--- src/core/cfe_pkg.sv ---
// Package: addresses, bit positions, reset values and types for cfe
package cfe_pkg;

  // ==========================================================
  // Register byte addresses
  localparam logic [15:0] CFE_CTRL_ADDR  = 16'h1018;
  localparam logic [15:0] CFE_FLAGS_ADDR = 16'h1050;
  localparam logic [15:0] CFE_MASK_ADDR  = 16'h1054;

  // ==========================================================
  // Flag bit positions and the control register init bit position
  localparam int CFE_RESV_ACC_BIT = 29;
  localparam int CFE_DATA_ERR_BIT = 28;
  localparam int CFE_ARB_ERR_BIT  = 27;
  localparam int CFE_WDOG_BIT     = 26;
  localparam int CFE_BUSOFF_BIT   = 25;
  localparam int CFE_WARN_BIT     = 24;
  localparam int CFE_PASSIVE_BIT  = 23;
  localparam int CFE_LOGOVF_BIT   = 22;
  localparam int CFE_UNCORR_BIT   = 21;
  localparam int CFE_CORR_BIT     = 20;
  localparam int CFE_INIT_BIT     = 0;

  // ==========================================================
  // Implemented flag bits and reset values
  localparam logic [31:0] CFE_FLAG_MASK  = 32'h3FF0_0000;
  localparam logic [31:0] CFE_FLAGS_RST  = 32'h0000_0000;
  localparam logic [31:0] CFE_MASK_RST   = 32'h0000_0000;
  localparam logic [31:0] CFE_RDATA_RST  = 32'h0000_0000;
  localparam logic        CFE_INIT_RST   = 1'b1;

  // ==========================================================
  // Last error codes that mean no error
  localparam logic [2:0] CFE_CODE_NONE  = 3'h0;
  localparam logic [2:0] CFE_CODE_NOCHG = 3'h7;

  // ==========================================================
  // Message RAM watchdog length in cycles
  localparam int          CFE_WD_CYCLES = 256;
  localparam logic [7:0]  CFE_WD_LAST   = 8'(CFE_WD_CYCLES - 1);
  localparam logic [7:0]  CFE_WD_CNT_RST = 8'h00;

  typedef enum logic {
    WD_IDLE,
    WD_WAIT
  } cfe_wd_type;

endpackage

--- src/core/cfe_error_flags.sv ---
// Module: error interrupt flags of a CAN FD controller, APB slave
`timescale 1ns/1ps

// Notes on behaviour
// - Any access to an unmapped address sets flag bit 29.
// - Data-phase error code becoming neither 0 nor 7 sets bit 28.
// - Nominal error code becoming neither 0 nor 7 sets bit 27.
// - Message RAM ready missing past the watchdog limit sets bit 26.
// - Any bus-off status change, entry or exit, sets bit 25.
// - Any error-warning status change sets bit 24.
// - Any error-passive status change sets bit 23.
// - Error logging counter overflow sets bit 22.
// - Uncorrected RAM error forces the initialization bit to one.
// - Checker error input bit 0 marks corrected error, sets bit 20.
// - Initialization bit halts bus activity; bus-off entry sets it.
module cfe_error_flags
  import cfe_pkg::*;
(
  input  wire logic        clock,
  input  wire logic        sys_rst,
  input  wire logic        psel,
  input  wire logic        penable,
  input  wire logic        pwrite,
  input  wire logic [15:0] paddr,
  input  wire logic [31:0] pwdata,
  input  wire logic [3:0]  pstrb,
  output logic      [31:0] prdata,
  output logic             pready,
  output logic             pslverr,
  input  wire logic [2:0]  dataPhaseLastErrorCode,
  input  wire logic [2:0]  nominalLastErrorCode,
  input  wire logic        busOff,
  input  wire logic        errorWarning,
  input  wire logic        errorPassive,
  input  wire logic        errorLogOverflow,
  input  wire logic        ramRequest,
  input  wire logic        ramReady,
  input  wire logic [1:0]  ramBitError,
  output logic             irq,
  output logic             busHalt
);

  // ==========================================================
  // Registers
  logic [31:0] flags_r;
  logic [31:0] flags_nxt;
  logic [31:0] mask_r;
  logic [31:0] mask_nxt;
  logic        initBit_r;
  logic        initBit_nxt;
  logic [31:0] prdata_r;
  logic        pready_r;
  logic        pslverr_r;
  logic        irq_r;
  cfe_wd_type  wdState_r;
  cfe_wd_type  wdState_nxt;
  logic [7:0]  wdCnt_r;
  logic [7:0]  wdCnt_nxt;

  // ==========================================================
  // Bus decode
  wire         accSetup;
  wire         accDone;
  wire         hitCtrl;
  wire         hitFlags;
  wire         hitMask;
  wire         addrHit;
  wire         wrFlags;
  wire         wrMask;
  wire         wrCtrl;
  wire  [31:0] laneMask;
  wire  [31:0] readMux;

  assign accSetup = psel & penable & ~pready_r;
  assign accDone  = psel & penable & pready_r;
  assign hitCtrl  = paddr == CFE_CTRL_ADDR;
  assign hitFlags = paddr == CFE_FLAGS_ADDR;
  assign hitMask  = paddr == CFE_MASK_ADDR;
  assign addrHit  = hitCtrl | hitFlags | hitMask;
  assign wrFlags  = accDone & pwrite & hitFlags;
  assign wrMask   = accDone & pwrite & hitMask;
  assign wrCtrl   = accDone & pwrite & hitCtrl & pstrb[0];
  assign laneMask = {{8{pstrb[3]}}, {8{pstrb[2]}},
                     {8{pstrb[1]}}, {8{pstrb[0]}}};

  assign readMux  = hitFlags ? flags_r :
                    hitMask  ? mask_r :
                    hitCtrl  ? {31'h0000_0000, initBit_r} :
                    32'h0000_0000;

  // ==========================================================
  // Change detectors
  wire  [2:0]  dataCodeChg;
  wire  [2:0]  nomCodeChg;
  wire  [2:0]  statChg;

  cfe_change_det #(.W(3)) uDataCode (
    .clock   (clock),
    .sys_rst (sys_rst),
    .level   (dataPhaseLastErrorCode),
    .changed (dataCodeChg)
  );

  cfe_change_det #(.W(3)) uNomCode (
    .clock   (clock),
    .sys_rst (sys_rst),
    .level   (nominalLastErrorCode),
    .changed (nomCodeChg)
  );

  cfe_change_det #(.W(3)) uStatus (
    .clock   (clock),
    .sys_rst (sys_rst),
    .level   ({errorPassive, errorWarning, busOff}),
    .changed (statChg)
  );

  // ==========================================================
  // Event sources
  wire         dataCodeErr;
  wire         nomCodeErr;
  wire         wdExpire;
  wire         busOffEnter;
  wire  [31:0] setVec;
  wire  [31:0] clrVec;

  assign dataCodeErr = (|dataCodeChg)
                       && dataPhaseLastErrorCode != CFE_CODE_NONE
                       && dataPhaseLastErrorCode != CFE_CODE_NOCHG;
  assign nomCodeErr  = (|nomCodeChg)
                       && nominalLastErrorCode != CFE_CODE_NONE
                       && nominalLastErrorCode != CFE_CODE_NOCHG;
  assign wdExpire = wdState_r == WD_WAIT && wdCnt_r == CFE_WD_LAST
                    && !ramReady;
  assign busOffEnter = statChg[0] & busOff;

  assign setVec[31:30]       = 2'b00;
  assign setVec[CFE_RESV_ACC_BIT] = accDone & ~addrHit;
  assign setVec[CFE_DATA_ERR_BIT] = dataCodeErr;
  assign setVec[CFE_ARB_ERR_BIT]  = nomCodeErr;
  assign setVec[CFE_WDOG_BIT]     = wdExpire;
  assign setVec[CFE_BUSOFF_BIT]   = statChg[0];
  assign setVec[CFE_WARN_BIT]     = statChg[1];
  assign setVec[CFE_PASSIVE_BIT]  = statChg[2];
  assign setVec[CFE_LOGOVF_BIT]   = errorLogOverflow;
  assign setVec[CFE_UNCORR_BIT]   = ramBitError[1];
  assign setVec[CFE_CORR_BIT]     = ramBitError[0];
  assign setVec[19:0]        = 20'h0_0000;

  // Write one to clear; a new event wins over the clear
  assign clrVec    = wrFlags ? (pwdata & laneMask) : 32'h0000_0000;
  assign flags_nxt = ((flags_r & ~clrVec) | setVec)
                     & CFE_FLAG_MASK;
  assign mask_nxt  = wrMask ? ((mask_r & ~laneMask)
                     | (pwdata & laneMask)) & CFE_FLAG_MASK
                     : mask_r;

  // Hardware set beats a software clear
  assign initBit_nxt = (ramBitError[1] | busOffEnter) ? 1'b1 :
                       wrCtrl ? pwdata[CFE_INIT_BIT] : initBit_r;

  // ==========================================================
  // Message RAM watchdog
  always_comb begin
    wdState_nxt = wdState_r;
    wdCnt_nxt   = wdCnt_r;
    case (wdState_r)
      WD_IDLE: begin
        if (ramRequest && !ramReady) begin
          wdState_nxt = WD_WAIT;
          wdCnt_nxt   = CFE_WD_CNT_RST;
        end
      end
      WD_WAIT: begin
        if (ramReady || wdCnt_r == CFE_WD_LAST) begin
          wdState_nxt = WD_IDLE;
          wdCnt_nxt   = CFE_WD_CNT_RST;
        end else begin
          wdCnt_nxt = wdCnt_r + 8'h01;
        end
      end
      default: begin
        wdState_nxt = WD_IDLE;
        wdCnt_nxt   = CFE_WD_CNT_RST;
      end
    endcase
  end

  always_ff @(posedge clock) begin
    if (sys_rst) begin
      wdState_r <= WD_IDLE;
      wdCnt_r   <= CFE_WD_CNT_RST;
    end else begin
      wdState_r <= wdState_nxt;
      wdCnt_r   <= wdCnt_nxt;
    end
  end

  // ==========================================================
  // Flag, mask and control registers
  always_ff @(posedge clock) begin
    if (sys_rst) begin
      flags_r   <= CFE_FLAGS_RST;
      mask_r    <= CFE_MASK_RST;
      initBit_r <= CFE_INIT_RST;
    end else begin
      flags_r   <= flags_nxt;
      mask_r    <= mask_nxt;
      initBit_r <= initBit_nxt;
    end
  end

  // ==========================================================
  // APB answer, one wait state
  always_ff @(posedge clock) begin
    if (sys_rst) begin
      pready_r  <= 1'b0;
      pslverr_r <= 1'b0;
      prdata_r  <= CFE_RDATA_RST;
    end else begin
      pready_r <= accSetup;
      if (accSetup) begin
        pslverr_r <= ~addrHit;
        prdata_r  <= pwrite ? CFE_RDATA_RST : readMux;
      end else begin
        pslverr_r <= 1'b0;
      end
    end
  end

  // ==========================================================
  // Interrupt output
  always_ff @(posedge clock) begin
    if (sys_rst) begin
      irq_r <= 1'b0;
    end else begin
      irq_r <= |(flags_r & mask_r);
    end
  end

  assign prdata  = prdata_r;
  assign pready  = pready_r;
  assign pslverr = pslverr_r;
  assign irq     = irq_r;
  assign busHalt = initBit_r;
endmodule

--- src/core/cfe_change_det.sv ---
// Module: per-bit change detector for status levels
`timescale 1ns/1ps

module cfe_change_det #(
  parameter int W = 1
) (
  input  wire logic         clock,
  input  wire logic         sys_rst,
  input  wire logic [W-1:0] level,
  output logic      [W-1:0] changed
);

  logic [W-1:0] prev_r;
  logic         primed_r;

  // ==========================================================
  // History
  always_ff @(posedge clock) begin
    if (sys_rst) begin
      prev_r   <= '0;
      primed_r <= 1'b0;
    end else begin
      prev_r   <= level;
      primed_r <= 1'b1;
    end
  end

  // First cycle after reset only learns the level
  assign changed = primed_r ? (level ^ prev_r) : '0;

endmodule

--- config.mk ---
export PLATFORM = sky130hd
export DESIGN_NAME = cfe_error_flags
export DESIGN_NICKNAME = d
export VERILOG_FILES = /design/src/core/cfe_pkg.sv /design/src/core/cfe_error_flags.sv /design/src/core/cfe_change_det.sv
export SDC_FILE = /design/constraint.sdc
export NUM_CORES = 1
export LEC_CHECK = 0
export BUFFER_PORTS_ARGS = -buffer_cell sky130_fd_sc_hd__buf_2
export CAP_MARGIN = 20
export CELL_PAD_IN_SITES_DETAIL_PLACEMENT = 1
export CELL_PAD_IN_SITES_GLOBAL_PLACEMENT = 2
export CORE_MARGIN = 3
export CORE_UTILIZATION = 24
export DETAILED_ROUTE_END_ITERATION = 7
export PLACE_DENSITY = 0.73
export SLEW_MARGIN = 20
export SYNTH_ARGS = -nofsm -noshare
export SYNTH_HDL_FRONTEND = slang
export SYNTH_SLANG_ARGS = --single-unit
--- constraint.sdc ---
create_clock -name clock -period 2.4 [get_ports clock]
set_clock_uncertainty 0.1 [all_clocks]
set_input_delay 0.72 -clock clock [delete_from_list [all_inputs] [get_ports clock]]
set_output_delay 0.72 -clock clock [all_outputs]
set_load 0.01 [all_outputs]
# Word level (Yosys, flattened, before mapping)
# Cells that the tools add are included.
[totals]
reg_bits = 75
elab_cells = 80
[op_classes]
n_addsub = 1
n_eq_ne = 7
mux = 15
bitwise_logic = 28
n_reduce_logical = 16
[op_table]
columns = ["operator", "n"]
rows = [
  ["bitwise AND 30 bit", 4],
  ["two-way mux 30 bit", 3],
  ["NOT 30 bit", 2],
  ["bitwise OR 30 bit", 2],
  ["== test 16 x 13 -> 1 bit (second input constant)", 3],
  ["two-way mux 32 bit", 1],
  ["OR reduction 32 bit", 1],
  ["two-way mux 8 bit", 2],
  ["one-hot mux 8 bit (2 select lines)", 1],
  ["bitwise AND 1 bit", 10],
  ["two-way mux 3 bit", 3],
  ["bitwise XOR 3 bit", 3],
  ["adder 8 x 1 -> 8 bit (second input constant)", 1],
  ["== test 8 bit (second input constant)", 1],
  ["logical AND 1 bit", 7],
  ["inequality test 3 bit (second input constant)", 2],
  ["nonzero test 3 bit", 2],
  ["OR reduction 3 bit", 2],
  ["two-way mux 1 bit", 4],
  ["NOT 1 bit", 4],
  ["OR reduction 2 bit", 2],
  ["bitwise OR 1 bit", 3],
  ["inequality test 2 bit (second input constant)", 1],
  ["one-hot mux 1 bit (2 select lines)", 1],
  ["other kinds (2)", 2],
]

# Depth between registers and ports, before layout
# Gate-level depths: netlist of run 1.
[logic_depth]
ltp_word = 8
ltp_mapped = 5
depth_no_buf = 5

# Modules after synthesis
# From an unflattened synthesis of run 1, not the netlist that was laid out.
[unflattened]
cells_unflattened = 323
area_unflattened_um2 = 2747.6
[by_module_without_submodules]
columns = ["module", "instances", "cells_each", "area_per_inst_um2", "seq_area_each_um2"]
rows = [
  ["cfe_error_flags", 1, 281, 2304.7, 880.8],
  ["cfe_change_det", 3, 14, 147.6, 80.1],
]

# Worst setup path before layout of run 1
# No wires, ideal clock.
[synth_timing]
path_kind = "input-to-reg"
start = "in paddr[5]"
end = "reg with a tool-made name"
arrival_ns = 2.159
path_slack_ns = 0.008
cell_stages = 4
n_path_buf = 0
cell_sequence = "or4b_4 or4_2 o21ai_0 a21oi_1"
[synth_lines]
columns = ["element", "line", "rtl"]
rows = [
  ["from (decl)", "cfe_error_flags.sv:24", "input wire logic [15:0] paddr,"],
]

==> implementation parameters, run 1 <==
Parameter                              Value

Setup path
  Reg-to-reg slack, setup    between 600 and 700 ps
  Maximum fanout along the worst path    4
  Type of destination of the critical path    flop
  Reg-to-reg startpoint    pready
  Number of cells on the worst reg-to-reg path    4
  Setup Crit Path Kind    input port to flop
  Critical Path Start    paddr[5]
  Worst Path Required    2480 ps
  Arrival time of data at the critical path endpoint    approximately 2400 ps
  Startpoint type of the worst setup path    input port

Global route
  Vias in the first global route    2,464
  Number of antenna violations at the first check in global routing    0
  Overall track demand over capacity in global routing    12.5%
  Maximum number of pins on one net before global-route repair    40
  Leftover overflow at the end of global routing    0
  Global-route wire length before repair    12.0 mm

STA
  Hold violation total from the final report    0
  Setup tns final    0 ps
  Minimum setup slack in the final design    98.4 ps
  Final Cycle Share    a little over nine tenths
  Worst Tran Pin Value    about 650 ps
  Total count of max-transition violations in the final report    0
  Hold slack final    355 ps
  Period minus WS final    around 2300 ps
  Highest achievable clock rate    434 MHz
  Worst relative slew slack    56.7%
  Final setup violating endpoints    0
  Unrepaired setup endpoints after global routing    false

CTS
  TritonCTS Buffers    5
  H-tree lvl count    2
  Hold-fix buffers at CTS    0
  Buffer count from post-CTS setup fixing    0
  Total of cells resized after clock tree synthesis    0
  Number of buffers on the longest clock path    2
  TritonCTS clock tree    yes
  CTS clk-pin slew, worst paths    about 90 ps
  Source-to-sink clock delay at the later pin of the worst-skew pair    310 ps
  # clock sinks    between 50 and 60
  CTS root buf    sky130_fd_sc_hd__clkbuf_8

Run
  Max_cap viols    0

Floorplan
  Effective utilization at floorplan    between 20% and 30%
  Placeable core region    about 10,000 µm²
  Chip height    109 µm
  I/O pin count    ~110
  Area of the die    between 10,000 and 15,000 µm²
  Rows    37
  Die X-Extent    109 µm

Cells and area
  Area growth from synthesis to layout    23.8%
  # nets final    ~450
  Number of diodes    0
  Fraction of final layout cells sized beyond drive strength 1    between 20% and 30%
  Post-route non-filler standard cell count    a little over 500
  Filler Cells Inserted    between 1,000 and 1,500

Synthesis
  Fraction of synthesized cell area taken by the top area cell type    between 40% and 50%
  Cell types with the highest counts after synthesis    sky130_fd_sc_hd__dfxtp_1, sky130_fd_sc_hd__nand2_1, sky130_fd_sc_hd__o21ai_0, sky130_fd_sc_hd__buf_4, sky130_fd_sc_hd__nand3_1
  Dominant cells by area after synthesis    sky130_fd_sc_hd__dfxtp_1, sky130_fd_sc_hd__buf_4, sky130_fd_sc_hd__o21ai_0, sky130_fd_sc_hd__nand3_1, sky130_fd_sc_hd__a21oi_1
  Combined area of all synthesized cells    around 2600 µm²
  Ys flop type    sky130_fd_sc_hd__dfxtp_1
  Cell type with the highest aggregate area in the netlist    sky130_fd_sc_hd__dfxtp_1
  Share of synthesized flip-flops with an asynchronous set or reset    0%
  Number of distinct library cells after synthesis    between 40 and 50
  #FFs+latches synth    54
  Warnings, synthesis    0
  Synthesized netlist cell count    301
  Count leader, synth    sky130_fd_sc_hd__dfxtp_1
  Count of flip-flops with a built-in enable after synthesis    0
  Avg Synthesized Cell Area    ~8.5 µm²
  Part of the Yosys area used for sequential elements    between 40 and 50%

Min path
  Hold/Removal Path Class    flop to flop

Routing
  Vias per cell    between 4 and 5
  Detail-routed net length per standard cell    14.0 µm
  Detailed-router iteration count before antenna repair    4
  DRT iter0 DRCs    69
  Remaining design rule violation count    0
  Detailed Route WL    7.19 mm
  Antenna-violating nets left    0
  Total via count in the routed design    about 2,400

Place
  Minimum setup slack after placement    -299 ps
  Count of placed standard cells including taps    ~510
  Count of buffers inserted at the top-level ports    63
  Global placement routability congestion    between 0.7 and 0.8
  Final HPWL DP    5.62 mm

Run status
  Run status    completed

Power
  Leakage power of the design    1.27 nW
  Max IR drop VDD    0.239 mV
  PwrDens    550 nW/µm²
critical path, cell delays in order:
cell,delay [ps]
sky130_fd_sc_hd__buf_2,100
sky130_fd_sc_hd__or4b_4,550
sky130_fd_sc_hd__or4_2,730
sky130_fd_sc_hd__o21ai_0,190
sky130_fd_sc_hd__a21oi_1,80
routing by layer:
layer,vias to the layer above,share of wire [%],GRT usage [%]
met5,-,0,0
met4,0,1.2,2.85
met3,6,4.1,2.52
met2,57,47,21.6
met1,1154,47,16.1
li1,1200,-,-
final cells by class:
class,count,area (µm²),area share [%]
Inverter,11,41.3,1.30
Clock buffer,6,82.6,2.60
Timing Repair Buffer,81,450,14.2
Sequential cell,54,1080,34.1
Multi-Input combinational cell,224,1320,41.5
Clock inverter,1,30.0,0.946
Tap cell,136,170,5.36
per-stage QoR:
| step | utilization, % | total power, mW | instance area [µm²] |
|---|---|---|---|
| final | 30.6 | 1.75 | 3170 |
| after global routing | 30.6 | 1.84 | 3170 |
| after CTS | 30.6 | 1.78 | 3170 |
| after detailed placement | 29.5 | 1.14 | 3060 |
| after global placement | 29.5 | 1.14 | 3060 |
| after floorplan | - | 1.08 | 2640 |
layout by cell type (no fill, tap or decap), types with 10 or more instances in the layout:
master,instances
sky130_fd_sc_hd__o21ai_0,22
sky130_fd_sc_hd__a21oi_1,19
sky130_fd_sc_hd__dfxtp_1,54
sky130_fd_sc_hd__buf_2,63
sky130_fd_sc_hd__nand2_1,25
sky130_fd_sc_hd__nand3_1,20
sky130_fd_sc_hd__nor2_1,14
sky130_fd_sc_hd__nor2b_1,11
sky130_fd_sc_hd__buf_4,18
sky130_fd_sc_hd__o22ai_1,10
sky130_fd_sc_hd__inv_1,11
sky130_fd_sc_hd__conb_1,21
logic make-up after synthesis:
group                      share of synthesized area, %
and+or+nand+nor                                    24.8
AOI/OAI and AO/OA                                  18.8
DFF                                                42.2
buffers and inverters                              9.42
xor gates and xnor gates                           3.42
muxes                                             0.781
adders and majority gates                         0.488
other                                             0.146
worst min path at each step:
stage	to	slack (ps)	cells past startpoint	start
after global placement	prdata[20]	330	2	prdata[20]
final	prdata[25]	360	2	prdata[25]
after CTS	prdata[22]	360	2	prdata[22]
after detailed placement	prdata[22]	340	2	prdata[22]
after floorplan	flop	360	2	flop
after global routing	prdata[22]	380	2	prdata[22]
where the power goes:
group | internal (mW) | switching (mW) | leakage (nW) | total, mW
combinational | 0.0769 | 0.104 | 0.777 | 0.181
sequential | 0.920 | 0.0202 | 0.441 | 0.940
clock | 0.334 | 0.291 | 0.0573 | 0.625
total | 1.33 | 0.415 | 1.27 | 1.75
Note: power is estimated with default switching activity, not from simulation.
==> run 2, diff against run 1 <==
--- a/config.mk
+++ b/config.mk
@@ -12,6 +12,7 @@
 export CORE_MARGIN = 3
 export CORE_UTILIZATION = 24
 export DETAILED_ROUTE_END_ITERATION = 7
+export GPL_TIMING_DRIVEN = 0
 export PLACE_DENSITY = 0.73
 export SLEW_MARGIN = 20
 export SYNTH_ARGS = -nofsm -noshare
==> run 2 against run 1 <==
  * Critical path depth up 1
  * Die area unchanged
  * Sequential power about the same
  * Via count up 1.1%
  * Power down 3.9%
  * Clock power down 16%
  * Cell count up 3.1%
  * Critical path type unchanged
  * Largest power group unchanged
==> implementation parameters, run 2 (synthesis gave the netlist of run 1 again) <==
Parameter                              Value

Floorplan
  Die X-Extent    109 µm
  Chip height    about 110 µm
  Area of the die    12,000 µm²
  Placeable core region    between 10,000 and 15,000 µm²
  I/O pin count    between 100 and 150
  Effective utilization at floorplan    between 20% and 30%
  Rows    37

Setup path
  Worst Path Required    about 2500 ps
  Crit-path slowest cell    sky130_fd_sc_hd__or4b_4
  Type of destination of the critical path    flop
  Critical Path Max Stage Delay    570 ps
  Maximum fanout along the worst path    9
  Cell Chain, Critical Path    buf_2 -> or4b_4 -> or4_1 -> clkbuf_2 -> nor2_2 -> a311oi_1
  Setup Crit Path Kind    input port to flop
  Arrival time of data at the critical path endpoint    approximately 2400 ps
  Startpoint type of the worst setup path    input port

Place
  Count of buffers inserted at the top-level ports    63
  Count of placed standard cells including taps    520
  Global placement routability congestion    0.768
  Final HPWL DP    about 5.9 mm
  Minimum setup slack after placement    -386 ps

STA
  Final setup violating endpoints    0
  Unrepaired setup endpoints after global routing    true
  Total count of max-transition violations in the final report    0
  Minimum setup slack in the final design    around 38 ps
  Worst Tran Pin Value    830 ps
  Hold violation total from the final report    0
  Final Cycle Share    98.4%
  Highest achievable clock rate    roughly 420 MHz
  Period minus WS final    roughly 2400 ps
  Worst relative slew slack    44.1%
  Hold slack final    356 ps
  Setup tns final    0 ps

Cells and area
  Post-route non-filler standard cell count    529
  Most common library cell in the layout ignoring fill and taps    sky130_fd_sc_hd__buf_2
  # nets final    between 400 and 500
  Fraction of final layout cells sized beyond drive strength 1    roughly a quarter
  Area growth from synthesis to layout    27.0%
  Filler Cells Inserted    1,280
  Leading cell types in the layout, fill and taps excluded    sky130_fd_sc_hd__buf_2, sky130_fd_sc_hd__dfxtp_1, sky130_fd_sc_hd__nand2_1
  Number of diodes    0

Run
  Max_cap viols    0

CTS
  Hold-fix buffers at CTS    0
  H-tree lvl count    2
  # clock sinks    between 50 and 60
  CTS root buf    sky130_fd_sc_hd__clkbuf_8
  Source-to-sink clock delay at the later pin of the worst-skew pair    slightly above 300 ps
  TritonCTS Buffers    5
  Number of buffers on the longest clock path    2
  TritonCTS clock tree    yes
  CTS clk-pin slew, worst paths    around 100 ps

Power
  Register share of total power    55.9%
  Max IR drop VDD    between 0.15 and 0.2 mV
  Relative contribution of the clock network to total power    a little under a third
  Combinational share of power    around 13%
  PwrDens    between 500 and 600 nW/µm²
  Sw frac    around 26%
  Internal power component    approximately 1.2 mW
  Switching pwr    around 430 µW
  Leakage power of the design    ~1.3 nW

Routing
  Detailed-router iteration count before antenna repair    4
  DRT iter0 DRCs    65
  Remaining design rule violation count    0
  Antenna-violating nets left    0
  Vias per cell    4.62
  Met3 wire length    approximately 360 µm
  DRT met1 WL    roughly 3.4 mm
  Detail-routed net length per standard cell    between 10 and 15 µm
  Detailed Route WL    between 7 and 8 mm
  Met2 wire len    3.51 mm
  Highest layer used for signal routing    met4
  Total via count in the routed design    about 2,400

Run status
  Run status    completed

Global route
  Vias in the first global route    2,528
  Leftover overflow at the end of global routing    0
  Maximum number of pins on one net before global-route repair    16
  Overall track demand over capacity in global routing    13.2%
  Number of antenna violations at the first check in global routing    0
  Global-route wire length before repair    around 12 mm

Min path
  Hold/Removal Path Class    flop to flop
[run 2: cell types whose count changed in the layout (fill, tap and decap cells not counted), sizes merged]
cell and delta:
clkbuf +8, bufinv -1, clkinv +1, buf +8
[run 2: cell type report]
class	instances	area, µm²	share of cell area [%]
inverter	11	41.3	1.27
sequential	54	1080	33.2
clock inverter	1	5.00	0.154
tap	136	170	5.23
clock buffer	7	86.3	2.65
buffer	32	200	6.15
multi-input combinational	224	1350	41.4
timing repair buffer	64	323	9.92
[run 2: worst paths after layout]
check,from,endpoint,slack (ps),cells after the start
max,paddr[5],flags_r[25],40,6
min,prdata[22],prdata[22],360,2
max reg2reg,wdCnt_r[0],wdCnt_r[5],500,5
min reg2reg,prdata[22],prdata[22],360,2
[run 2: through the flow]
| step | util [%] | power [mW] | cell area, µm² |
|---|---|---|---|
| finish | 31.4 | 1.68 | 3250 |
| global route | 31.4 | 1.77 | 3250 |
| CTS | 31.1 | 1.70 | 3220 |
| detailed placement | 30.1 | 1.17 | 3120 |
| global placement | 30.1 | 1.16 | 3120 |
| floorplan | - | 1.08 | 2640 |
[run 2: timing repair]
item,4_1_cts,5_1_grt
cloned,0,0
gates resized for setup,2,3
setup endpoints to repair,8,24
pin swaps,0,1
setup buffers,0,1
[run 2: critical path, delay by kind of cell]
family	cells	cell delay [ps]
AO/OA/AOI/OAI	1	140
buffers and inverters	2	310
AND/OR/NAND/NOR	3	1250
[run 2: power groups by stage]
stage | clock (mW) | sequential (mW) | combinational, mW
final | 0.528 | 0.938 | 0.212
after global routing | 0.588 | 0.942 | 0.239
after global placement | 0 | 0.958 | 0.203
after detailed placement | 0 | 0.959 | 0.207
after floorplan | 0 | 0.953 | 0.123
after CTS | 0.555 | 0.938 | 0.209
[run 2: metal layers]
metal  vias up  global-route usage, %
li1       1231                      -
met1      1141                   16.9
met2        59                   22.4
met3        12                   2.11
met4         0                   4.36
met5         -                      0
==> run 3, diff against run 2 <==
--- a/config.mk
+++ b/config.mk
@@ -5,11 +5,10 @@
 export SDC_FILE = /design/constraint.sdc
 export NUM_CORES = 1
 export LEC_CHECK = 0
-export BUFFER_PORTS_ARGS = -buffer_cell sky130_fd_sc_hd__buf_2
+export BUFFER_PORTS_ARGS = -buffer_cell sky130_fd_sc_hd__buf_4
 export CAP_MARGIN = 20
 export CELL_PAD_IN_SITES_DETAIL_PLACEMENT = 1
 export CELL_PAD_IN_SITES_GLOBAL_PLACEMENT = 2
-export CORE_MARGIN = 3
 export CORE_UTILIZATION = 24
 export DETAILED_ROUTE_END_ITERATION = 7
 export GPL_TIMING_DRIVEN = 0
==> run 3 against run 2 <==
  * Register-to-register slack improved by 30 ps
  * Largest cell class unchanged
  * Hold slack improved by 6.6 ps
  * Sequential power about the same
==> implementation parameters, run 3 (synthesis gave the netlist of run 1 again) <==
Parameter                              Value

Run status
  Run status    completed

STA
  Period minus WS final    between 2000 and 2500 ps
  Minimum setup slack in the final design    just over 50 ps
  Total count of max-transition violations in the final report    0
  Final Cycle Share    97.9%
  Hold violation total from the final report    0
  Final setup violating endpoints    0
  Worst Tran Pin Value    656 ps
  Worst relative slew slack    55.9%
  Highest achievable clock rate    around 430 MHz
  Setup tns final    0 ps

Cells and area
  Storage cell area    1080 µm²
  Fraction of final layout cells sized beyond drive strength 1    a little over a quarter
  # nets final    between 400 and 500
  Most common library cell in the layout ignoring fill and taps    sky130_fd_sc_hd__buf_4
  Area growth from synthesis to layout    34.1%
  Filler Cells Inserted    about 1,200
  Share of the core filled with cells    about a third
  Area used by multi-input combinational logic    about 1400 µm²
  Leading cell types in the layout, fill and taps excluded    sky130_fd_sc_hd__buf_4, sky130_fd_sc_hd__dfxtp_1, sky130_fd_sc_hd__nand2_1
  Number of diodes    0

Floorplan
  Placeable core region    around 10,000 µm²
  Die X-Extent    between 100 and 150 µm
  Area of the die    about 11,000 µm²
  Chip height    about 110 µm
  I/O pin count    107
  Rows    37
  Effective utilization at floorplan    roughly a quarter

Global route
  Number of antenna violations at the first check in global routing    0
  Global-route wire length before repair    between 10 and 15 mm
  Vias in the first global route    2,325
  Overall track demand over capacity in global routing    13.7%
  Leftover overflow at the end of global routing    0
  Maximum number of pins on one net before global-route repair    16

CTS
  # clock sinks    54
  Hold-fix buffers at CTS    0
  TritonCTS Buffers    5
  CTS clk-pin slew, worst paths    about 100 ps
  Source-to-sink clock delay at the later pin of the worst-skew pair    approximately 300 ps
  TritonCTS clock tree    yes
  CTS root buf    sky130_fd_sc_hd__clkbuf_8
  Number of buffers on the longest clock path    2
  H-tree lvl count    2

Routing
  Antenna-violating nets left    0
  Detailed-router iteration count before antenna repair    4
  Total via count in the routed design    ~2,400
  DRT iter0 DRCs    slightly above 70
  Detail-routed net length per standard cell    14.2 µm
  Detailed Route WL    approximately 7.5 mm
  Vias per cell    4.58
  Remaining design rule violation count    0

Setup path
  Critical Path Start    paddr[5]
  Worst Path Required    2490 ps
  Reg-to-reg startpoint    wdCnt_r[0]
  Setup Crit Path Kind    input port to flop
  Maximum fanout along the worst path    9
  Arrival time of data at the critical path endpoint    2440 ps
  Startpoint type of the worst setup path    input port
  Type of destination of the critical path    flop

Power
  PwrDens    520 nW/µm²
  Tot Pwr    around 1.8 mW
  Leakage power of the design    between 1 and 1.5 nW
  Max IR drop VDD    0.239 mV

Min path
  Startpoint of the tightest hold check path    prdata[28]
  Hold/Removal Path Class    flop to flop

Place
  Count of buffers inserted at the top-level ports    63
  Minimum setup slack after placement    -414 ps
  Final HPWL DP    5.79 mm
  Global placement routability congestion    between 0.7 and 0.8

Run
  Max_cap viols    0
==> run 3: cell count changes in the layout (fill, tap and decap cells not counted), sizes merged <==
| cell | previous run | this run |
|---|---|---|
| buf | 89 | 90 |
| clkbuf | 14 | 13 |
| clkinv | 1 | 0 |
| bufinv | 0 | 1 |
==> run 3: timing repair <==
action / in CTS / in global routing
resized for setup: 2 / 9
endpoints found under the setup margin: 7 / 22
setup buffers: 0 / 1
pin swaps: 0 / 1
==> run 3: worst paths after layout <==
path / end / slack, ps / depth (start not counted)
hold / removal: prdata[28] / 360 / 2
hold reg to reg: prdata[28] / 360 / 2
setup / recovery: flags_r[27] / 50 / 6
setup reg to reg: wdCnt_r[5] / 530 / 5
==> run 3: worst max-delay path, cell delays in order <==
cell                       delay [ps]
sky130_fd_sc_hd__buf_4            120
sky130_fd_sc_hd__or4b_4           580
sky130_fd_sc_hd__or4_1            490
sky130_fd_sc_hd__buf_4            190
sky130_fd_sc_hd__o311ai_2         240
sky130_fd_sc_hd__o21ai_1          100
==> run 3: stage by stage <==
step | area [µm²] | std cells | hold slack [ps]
2_1_floorplan | 2640 | 321 | 362
3_3_place_gp | 3280 | 520 | 338
3_5_place_dp | 3280 | 520 | 347
4_1_cts | 3400 | 528 | 370
5_1_grt | 3440 | 529 | 388
6_report | 3440 | 529 | 363
==> run 3: where the power goes <==
group          switching (mW)  internal (mW)  leakage [nW]
sequential             0.0186          0.920         0.441
combinational           0.118          0.120         0.875
clock                   0.299          0.313        0.0524
==> run 3: area by class of cell <==
type                            instances  share of cell area [%]
Buffer                                 32                    5.90
Clock buffer                            7                    2.22
Clock inverter                          1                   0.874
Inverter                               11                    1.20
Multi-Input combinational cell        224                    39.4
Sequential cell                        54                    31.5
Tap cell                              136                    4.95
Timing Repair Buffer                   64                    14.0
==> run 3: layer usage <==
| metal | share of wire (%) | global-route usage [%] |
|---|---|---|
| met5 | 0 | 0 |
| met4 | 0.70 | 3.02 |
| met3 | 3.9 | 2.23 |
| met2 | 47 | 22.5 |
| met1 | 48 | 18.7 |
